**src/lsa_defs.vh**
```
`ifndef LSA_DEFS_VH
`define LSA_DEFS_VH

// ----------------------------------------------------------------------------
// Register map (byte addresses)
// ----------------------------------------------------------------------------
`define LSA_ADDR_AUX_CTRL      12'h000
`define LSA_ADDR_TIMER2_CTRL   12'h004
`define LSA_ADDR_STATUS        12'h008

// ----------------------------------------------------------------------------
// Field positions and reset values
// ----------------------------------------------------------------------------
`define LSA_AUX_IND_SRC_BIT    0
`define LSA_AUX_IND_LEVEL_BIT  1
`define LSA_AUX_RESET          2'h0
`define LSA_T2_EN_BIT          8
`define LSA_T2_PERIOD_W        6
`define LSA_T2_RESET           9'h001
`define LSA_ST_L1_ACT_BIT      0
`define LSA_ST_TEST_BIT        1
`define LSA_ST_MODE_LO_BIT     2
`define LSA_ST_IND_BIT         4
`define LSA_ST_T2_OUT_BIT      5

// ----------------------------------------------------------------------------
// Timing
// ----------------------------------------------------------------------------
`define LSA_CLK_HZ             10000000
`define LSA_MS_NS              1000000
`define LSA_CLK_NS             100
`define LSA_CYC_PER_MS         (`LSA_MS_NS / `LSA_CLK_NS)
`define LSA_OSC_HZ             7680000
`define LSA_OSC_PHASE_W        24

// ----------------------------------------------------------------------------
// Operating modes {hi, lo}
// ----------------------------------------------------------------------------
`define LSA_MODE_TE            2'h0
`define LSA_MODE_LT_T          2'h1
`define LSA_MODE_LT_S          2'h2

`endif

```
**src/lsa_timer2.v**
```verilog
`timescale 1ns/1ps
`default_nettype none
`include "lsa_defs.vh"

module lsa_timer2 #(
    parameter CYC_PER_MS = `LSA_CYC_PER_MS
) (
    // Clock and reset
    input  wire       clk_i,
    input  wire       rst_i,
    // Control
    input  wire       enable_i,
    input  wire [5:0] period_ms_i,
    // Output
    output reg        square_o
);
    localparam CW = 20;

    reg  [CW-1:0] cyc_cnt;
    reg  [5:0]    half_cnt;
    wire [5:0]    per;

    // Zero period treated as 1 ms
    assign per     = (period_ms_i == 6'h00) ? 6'h01 : period_ms_i;

    // Square wave: each half lasts period/2 ms, counted in half-ms units
    always @(posedge clk_i or posedge rst_i) begin
        if (rst_i) begin
            cyc_cnt  <= {CW{1'b0}};
            half_cnt <= 6'h00;
            square_o <= 1'b0;
        end else if (!enable_i) begin
            cyc_cnt  <= {CW{1'b0}};
            half_cnt <= 6'h00;
            square_o <= 1'b0;
        end else begin
            // Tick every half millisecond so odd periods stay at 50 percent
            if (cyc_cnt >= (CYC_PER_MS[CW-1:0] >> 1) - {{(CW-1){1'b0}}, 1'b1}) begin
                cyc_cnt <= {CW{1'b0}};
                if (half_cnt == per - 6'h01) begin
                    half_cnt <= 6'h00;
                    square_o <= ~square_o; // see RULE_03
                end else begin
                    half_cnt <= half_cnt + 6'h01;
                end
            end else begin
                cyc_cnt <= cyc_cnt + {{(CW-1){1'b0}}, 1'b1};
            end
        end
    end
endmodule // lsa_timer2

`default_nettype wire

```
**src/lsa_osc_out.v**
```verilog
`timescale 1ns/1ps
`default_nettype none
`include "lsa_defs.vh"

module lsa_osc_out #(
    parameter CLK_HZ = `LSA_CLK_HZ,
    parameter OUT_HZ = `LSA_OSC_HZ
) (
    // Clock and reset
    input  wire clk_i,
    input  wire rst_i,
    // Output
    output reg  clk_out_o
);
    localparam PW = `LSA_OSC_PHASE_W;
    // Phase step: half-periods of the output per input cycle, scaled by 2^PW
    localparam [63:0] STEP64 = (64'd2 * OUT_HZ * (64'd1 << PW)) / CLK_HZ;

    reg [PW:0] acc;

    // Free running from the local clock only, never steered by line timing
    always @(posedge clk_i or posedge rst_i) begin
        if (rst_i) begin
            acc       <= {(PW+1){1'b0}};
            clk_out_o <= 1'b0;
        end else begin
            acc <= {1'b0, acc[PW-1:0]} + {1'b0, STEP64[PW-1:0]}; // see RULE_04
            if (acc[PW])
                clk_out_o <= ~clk_out_o; // see RULE_04
        end
    end
endmodule // lsa_osc_out

`default_nettype wire

```
**src/lsa_top.v**
```verilog
// Functional notes
// RULE_01 - All timing derives from one local clock, nominally 7.68 MHz crystal; the code assumes a 10 MHz clk_i (LSA_CLK_HZ).
// RULE_02 - Test select high means normal operation, low means test mode.
// RULE_03 - Timer two output is a 50 percent square wave, 1 to 63 ms.
// RULE_04 - Free running clock output at 7.68 MHz, not locked to line timing; from the 10 MHz clk_i the code gives about 2.68 MHz.
// RULE_05 - Source select 0 and layer 1 active: indicator pin driven low.
// RULE_06 - Source select 0 and layer 1 inactive: indicator pin driven high.
// RULE_07 - Source select 1: indicator follows software level regardless of layer 1.
// RULE_08 - Board straps mode pins: 00 TE, hi-only LT-S, lo-only LT-T.
// RULE_09 - Software level and source select are separate bits, reset to follow layer 1.
`timescale 1ns/1ps
`default_nettype none
`include "lsa_defs.vh"

module lsa_top #(
    parameter CYC_PER_MS = `LSA_CYC_PER_MS
) (
    // Clock and reset
    input  wire        clk_i,
    input  wire        rst_i,
    // APB slave
    input  wire        psel_i,
    input  wire        penable_i,
    input  wire        pwrite_i,
    input  wire [11:0] paddr_i,
    input  wire [31:0] pwdata_i,
    output reg  [31:0] prdata_o,
    output wire        pready_o,
    output wire        pslverr_o,
    // Pins
    input  wire        layer1_active_i,
    input  wire        functional_test_select_i,
    input  wire        op_mode_sel_lo_i,
    input  wire        op_mode_sel_hi_i,
    output reg         layer1_active_indicator_o,
    output wire        second_timer_square_out_o,
    output wire        free_running_clock_out_o,
    output reg         test_mode_o,
    output reg  [1:0]  op_mode_o
);
    // ------------------------------------------------------------------------
    // Registers
    // ------------------------------------------------------------------------
    reg  [1:0] aux_control_two;
    reg  [8:0] timer2_ctrl;
    wire       wr_en;
    wire       rd_en;
    wire       addr_ok;
    reg  [1:0] strap_mode;
    reg        strap_done;
    wire       next_indicator;

    assign wr_en    = psel_i & penable_i & pwrite_i;
    assign rd_en    = psel_i & penable_i & ~pwrite_i;
    assign addr_ok  = (paddr_i == `LSA_ADDR_AUX_CTRL) ||
                      (paddr_i == `LSA_ADDR_TIMER2_CTRL) ||
                      (paddr_i == `LSA_ADDR_STATUS);
    assign pready_o  = 1'b1;
    assign pslverr_o = psel_i & penable_i & ~addr_ok;

    always @(posedge clk_i or posedge rst_i) begin
        if (rst_i) begin
            aux_control_two <= `LSA_AUX_RESET; // see RULE_09
            timer2_ctrl     <= `LSA_T2_RESET;
        end else if (wr_en) begin
            if (paddr_i == `LSA_ADDR_AUX_CTRL)
                aux_control_two <= pwdata_i[1:0]; // see RULE_09
            if (paddr_i == `LSA_ADDR_TIMER2_CTRL)
                timer2_ctrl <= pwdata_i[8:0];
        end
    end

    // ------------------------------------------------------------------------
    // Read data
    // ------------------------------------------------------------------------
    always @(posedge clk_i or posedge rst_i) begin
        if (rst_i) begin
            prdata_o <= 32'h0000_0000;
        end else if (psel_i & ~penable_i & ~pwrite_i) begin
            case (paddr_i)
                `LSA_ADDR_AUX_CTRL:    prdata_o <= {30'h0, aux_control_two};
                `LSA_ADDR_TIMER2_CTRL: prdata_o <= {23'h0, timer2_ctrl};
                `LSA_ADDR_STATUS:      prdata_o <= {26'h0,
                                                    second_timer_square_out_o,
                                                    layer1_active_indicator_o,
                                                    op_mode_o,
                                                    test_mode_o,
                                                    layer1_active_i};
                default:               prdata_o <= 32'h0000_0000;
            endcase
        end
    end

    // ------------------------------------------------------------------------
    // Activation indicator
    // ------------------------------------------------------------------------
    assign next_indicator = aux_control_two[`LSA_AUX_IND_SRC_BIT]
                          ? aux_control_two[`LSA_AUX_IND_LEVEL_BIT] // see RULE_07
                          : ~layer1_active_i;                       // see RULE_05 RULE_06

    always @(posedge clk_i or posedge rst_i) begin
        if (rst_i)
            layer1_active_indicator_o <= 1'b1;
        else
            layer1_active_indicator_o <= next_indicator;
    end

    // ------------------------------------------------------------------------
    // Test select and mode straps
    // ------------------------------------------------------------------------
    always @(posedge clk_i or posedge rst_i) begin
        if (rst_i) begin
            test_mode_o <= 1'b0;
            strap_done  <= 1'b0;
            strap_mode  <= `LSA_MODE_TE;
            op_mode_o   <= `LSA_MODE_TE;
        end else begin
            test_mode_o <= ~functional_test_select_i; // see RULE_02
            if (!strap_done) begin
                strap_done <= 1'b1;
                strap_mode <= {op_mode_sel_hi_i, op_mode_sel_lo_i}; // see RULE_08
            end
            op_mode_o <= strap_done ? strap_mode : `LSA_MODE_TE;
        end
    end

    // ------------------------------------------------------------------------
    // Timer two and free running clock, both from clk_i
    // ------------------------------------------------------------------------
    lsa_timer2 #(
        .CYC_PER_MS (CYC_PER_MS)
    ) u_timer2 (
        .clk_i       (clk_i),                                // see RULE_01
        .rst_i       (rst_i),
        .enable_i    (timer2_ctrl[`LSA_T2_EN_BIT] & ~test_mode_o),
        .period_ms_i (timer2_ctrl[`LSA_T2_PERIOD_W-1:0]),    // see RULE_03
        .square_o    (second_timer_square_out_o)
    );

    lsa_osc_out u_osc (
        .clk_i     (clk_i),                                  // see RULE_01
        .rst_i     (rst_i),
        .clk_out_o (free_running_clock_out_o)
    );
endmodule // lsa_top

`default_nettype wire

```
**config.mk**
```make
export PLATFORM = sky130hd
export DESIGN_NAME = lsa_top
export DESIGN_NICKNAME = d
export VERILOG_FILES = /design/src/lsa_timer2.v /design/src/lsa_osc_out.v /design/src/lsa_top.v
export VERILOG_INCLUDE_DIRS = /design/src
export SDC_FILE = /design/constraint.sdc
export NUM_CORES = 1
export LEC_CHECK = 0
export BUFFER_PORTS_ARGS = -buffer_cell sky130_fd_sc_hd__buf_2
export CAP_MARGIN = 20
export CORE_MARGIN = 1
export CORE_UTILIZATION = 24
export CTS_BUF_LIST = sky130_fd_sc_hd__clkbuf_4 sky130_fd_sc_hd__clkbuf_8
export DETAILED_ROUTE_END_ITERATION = 10
export GPL_TIMING_DRIVEN = 0
export PLACE_DENSITY = 0.45
export SLEW_MARGIN = 15
export SYNTH_ARGS = -nofsm -noshare
export SYNTH_HDL_FRONTEND = slang
export SYNTH_SLANG_ARGS = --single-unit
export TNS_END_PERCENT = 5
```
**constraint.sdc**
```tcl
create_clock -name clk_i -period 6.9 [get_ports clk_i]
set_input_delay 1.035 -clock clk_i [delete_from_list [all_inputs] [get_ports clk_i]]
set_output_delay 1.035 -clock clk_i [all_outputs]
set_load 0.05 [all_outputs]
```
==> insert_results.sql <==
INSERT INTO impl_metrics (metric_group, metric, value, unit) VALUES
('synth', 'ys.flop_type', 'sky130_fd_sc_hd__dfrtp_1', ''),
('route', 'avgRoutedWirePerCell', '11.2', 'um'),
('placed_design', 'port_buffers', '45', ''),
('power', 'p_seq_share', '50.8', '%'),
('clock_network', 'cts_root_buf', 'sky130_fd_sc_hd__clkbuf_8', ''),
('power', 'p_leak', '2.10', 'nW'),
('timing', 'setup-tns-final', '0', 'ns'),
('synth', 'edff_count_synth', '0', ''),
('hold_path', 'holdCritStartpoint', 'u_osc.acc[24]', ''),
('global_routing', 'first_global_vias', '2475', ''),
('global_routing', 'met3_layer_usage_reported_by_global_route', '3.21', '%'),
('global_routing', 'met2_grt_util', '15.2', '%'),
('power', 'vdd.ir_drop.worst', '0.133', 'mV'),
('clock_network', 'cts_resized', '0', ''),
('cells_and_area', 'syn2layout_area_growth', '21.9', '%'),
('route', 'detail_route.iter0.violations', '73', ''),
('global_routing', 'globalRouteMet1Util', '11.7', '%'),
('synth', 'synth_cell_type_count', '43', ''),
('timing', 'final.period_utilization', '52.6', '%'),
('cells_and_area', 'layout.cell_area.non_filler', '4530', 'um^2'),
('synth', 'asyncSetResetFlopFracSynth', '100', '%'),
('die', 'die_height', '126', 'um'),
('route', 'dr_total_vias', '2561', ''),
('clock_network', 'numClockSinks', '80', ''),
('placed_design', 'place.gp.congestion', '0.693', ''),
('die', 'initial_core_util', '24.5', '%'),
('clock_network', 'clock_path_buffers', '2', ''),
('power', 'comb_power_share', '11.2', '%'),
('critical_path', 'worstSetupStartpoint', 'paddr_i[11]', ''),
('timing', 'rsz0062_at_grt', 'no', ''),
('die', 'die_w', '126', 'um'),
('synth', 'synth.avg_cell_area', '10.9', 'um^2'),
('synth', 'post_synth_instance_area', '3720', 'um^2'),
('synth', 'yosys.area.top_type', 'sky130_fd_sc_hd__dfrtp_1', ''),
('synth', 'postSynthRegisterBits', '80', ''),
('power', 'swShare', '28.6', '%'),
('critical_path', 'crit_chain', 'buf_2 > nor4_1 > nand3_1 > nor3b_1 > clkbuf_1 > nor3_1 > buf_2', ''),
('critical_path', 'worst_setup_path_end_kind', 'output pin', ''),
('timing', 'setup_viol', '0', ''),
('hold_path', 'hp-class', 'reg2reg', ''),
('global_routing', 'grtUsageTotal', '9.50', '%'),
('placed_design', 'place.detailed.hpwl', '5120', 'um'),
('power', 'internal_power', '0.000681', 'W'),
('critical_path', 'criticalPathCategory', 'in2out', ''),
('timing', 'tightestPinTransition', '0.534', 'ns'),
('critical_path', 'cpMaxStageDelayCell', 'sky130_fd_sc_hd__clkbuf_1', ''),
('synth', 'yosys_warnings', '0', ''),
('clock_network', 'cts.reportedPaths.clkPinSlew', '0.09', 'ns'),
('timing', 'period_needed', '3.63', 'ns'),
('clock_network', 'post_cts.repair.setup_buffers', '0', ''),
('die', 'core_region_area', '15100', 'um^2'),
('route', 'ant_nets', '0', ''),
('global_routing', 'global_route.peak_usage_layer', 'met2', ''),
('power', 'p_switching', '0.000272', 'W'),
('power', 'finalPower', '0.000954', 'W'),
('critical_path', 'timing.critical_path.arrival', '2.60', 'ns'),
('critical_path', 'crit_path_start_kind', 'input pin', ''),
('power', 'power.share.clock', '37.9', '%'),
('flow_run', 'drv.max_cap_violation_count', '0', ''),
('synth', 'seq_area_frac_synth', '53.9', '%'),
('global_routing', 'globalRoute.totalOverflow', '0', ''),
('clock_network', 'clk-insertion-delay-late', '0.37', 'ns'),
('clock_network', 'tritoncts_clock_tree', 'yes', ''),
('die', 'dieArea', '16000', 'um^2'),
('synth', 'netlist.area_leader.share', '52.5', '%'),
('run_status', 'status', 'completed', ''),
('global_routing', 'grt_start_max_net_pins', '61', ''),
('placed_design', 'place_area', '4320', 'um^2'),
('synth', 'synth_cells', '342', ''),
('critical_path', 'critPathMaxFanout', '10', ''),
('route', 'routed_via_density', '4.11', '');
[layout by cell type (no fill, tap or decap), types with 3 or more instances in the layout]
cell                       instances
sky130_fd_sc_hd__dfrtp_1          78
sky130_fd_sc_hd__buf_2            46
sky130_fd_sc_hd__nor2_1           38
sky130_fd_sc_hd__conb_1           32
sky130_fd_sc_hd__xor2_1           25
sky130_fd_sc_hd__buf_4            24
sky130_fd_sc_hd__xnor2_1          22
sky130_fd_sc_hd__nand2_1          20
sky130_fd_sc_hd__mux2_2           14
sky130_fd_sc_hd__nand3_1          12
sky130_fd_sc_hd__a21oi_1          12
sky130_fd_sc_hd__inv_1            10
sky130_fd_sc_hd__o21ai_0          10
sky130_fd_sc_hd__clkbuf_8          9
sky130_fd_sc_hd__nor4_1            6
sky130_fd_sc_hd__a22oi_1           6
sky130_fd_sc_hd__and2_1            6
sky130_fd_sc_hd__nor3_1            6
sky130_fd_sc_hd__nand4_1           6
sky130_fd_sc_hd__clkbuf_1          4
sky130_fd_sc_hd__nor2b_1           4
sky130_fd_sc_hd__ha_1              4
sky130_fd_sc_hd__nor3b_1           3
sky130_fd_sc_hd__and3_1            3
sky130_fd_sc_hd__inv_6             3
[path summary, 6_finish.rpt]
check,end,slack (ns),cells past startpoint
setup / recovery,pslverr_o,3.27,7
hold / removal,u_osc.clk_out_o,0.43,1
setup reg to reg,u_timer2.half_cnt[3],4.23,10
hold reg to reg,u_osc.clk_out_o,0.43,1
max in group asynchronous,layer1_active_indicator_o,5.65,3
min in group asynchronous,u_osc.acc[13],0.62,2
[cells by family (layout without fill, tap and decap cells)]
group | count (synthesis) | count (layout) | share of synthesized area, %
AO/OA/AOI/OAI | 43 | 43 | 7.61
XOR/XNOR | 47 | 47 | 11.1
adder cells (fa/ha/maj) | 4 | 4 | 1.35
buffers and inverters | 41 | 104 | 6.60
flip-flops | 80 | 80 | 53.9
multiplexers | 15 | 15 | 4.51
other | 2 | 32 | 0.202
AND/OR/NAND/NOR | 110 | 110 | 14.7
[final cells by class]
cell class                      instances  area, um^2
Tap cell                              188         235
Buffer                                 30         204
Fill cell                            1581       10600
Timing Repair Buffer                   47         258
Clock buffer                            9         124
Multi-Input combinational cell        251        1580
Sequential cell                        80        2000
Clock inverter                          7        83.8
Inverter                               11        43.8
[power groups by stage]
stage	combinational [W]	clock, W	sequential, W
2_1_floorplan	0.0000573	0	0.000519
3_3_place_gp	0.000105	0	0.000495
3_5_place_dp	0.000108	0	0.000495
4_1_cts	0.000108	0.000380	0.000485
5_1_grt	0.000114	0.000396	0.000486
6_report	0.000107	0.000362	0.000485
[cell usage after synthesis (2+ instances only)]
cell,instances
sky130_fd_sc_hd__ha_1,4
sky130_fd_sc_hd__inv_1,11
sky130_fd_sc_hd__a21oi_1,12
sky130_fd_sc_hd__nor2_1,38
sky130_fd_sc_hd__xor2_1,25
sky130_fd_sc_hd__dfrtp_1,78
sky130_fd_sc_hd__nand2b_1,2
sky130_fd_sc_hd__dfstp_2,2
sky130_fd_sc_hd__o21ai_0,10
sky130_fd_sc_hd__and2_1,6
sky130_fd_sc_hd__nand4_1,6
sky130_fd_sc_hd__a41oi_1,2
sky130_fd_sc_hd__and3_1,3
sky130_fd_sc_hd__nand2_1,20
sky130_fd_sc_hd__a22oi_1,6
sky130_fd_sc_hd__nor3b_1,3
sky130_fd_sc_hd__nand3_1,12
sky130_fd_sc_hd__buf_4,24
sky130_fd_sc_hd__xnor2_1,22
sky130_fd_sc_hd__clkbuf_1,4
sky130_fd_sc_hd__conb_1,2
sky130_fd_sc_hd__nor2b_1,4
sky130_fd_sc_hd__o21a_1,2
sky130_fd_sc_hd__nor4_1,6
sky130_fd_sc_hd__nor3_1,6
sky130_fd_sc_hd__a41o_1,2
sky130_fd_sc_hd__mux2_2,14
[registers in the layout, summed over array words and instances, names as in the netlist, 2 cells and up]
name	count
u_timer2.cyc_cnt	20
u_osc.acc	25
strap_mode	2
u_timer2.half_cnt	6
op_mode_o	2
timer2_ctrl	9
prdata_o	9
aux_control_two	2
[worst max-delay path, delay by kind of cell]
kind          cells  cell delay, ns
simple gates      4            0.82
buf+inv           3            0.74
[per-stage QoR]
step / instances / hold slack, ns / setup WS (ns)
floorplan: 372 / 0.406 / 3.33
global placement: 605 / 0.417 / 2.82
detailed placement: 606 / 0.423 / 3.25
CTS: 622 / 0.436 / 3.24
global route: 623 / 0.457 / 3.03
finish: 623 / 0.432 / 3.27
[metal layers]
metal  vias to the layer above  part of all wire [%]
li1                       1282                     -
met1                      1218                    47
met2                        51                    47
met3                        10                   3.8
met4                         0                   2.0
met5                         -                     0
(Power assumes the default switching activity.)
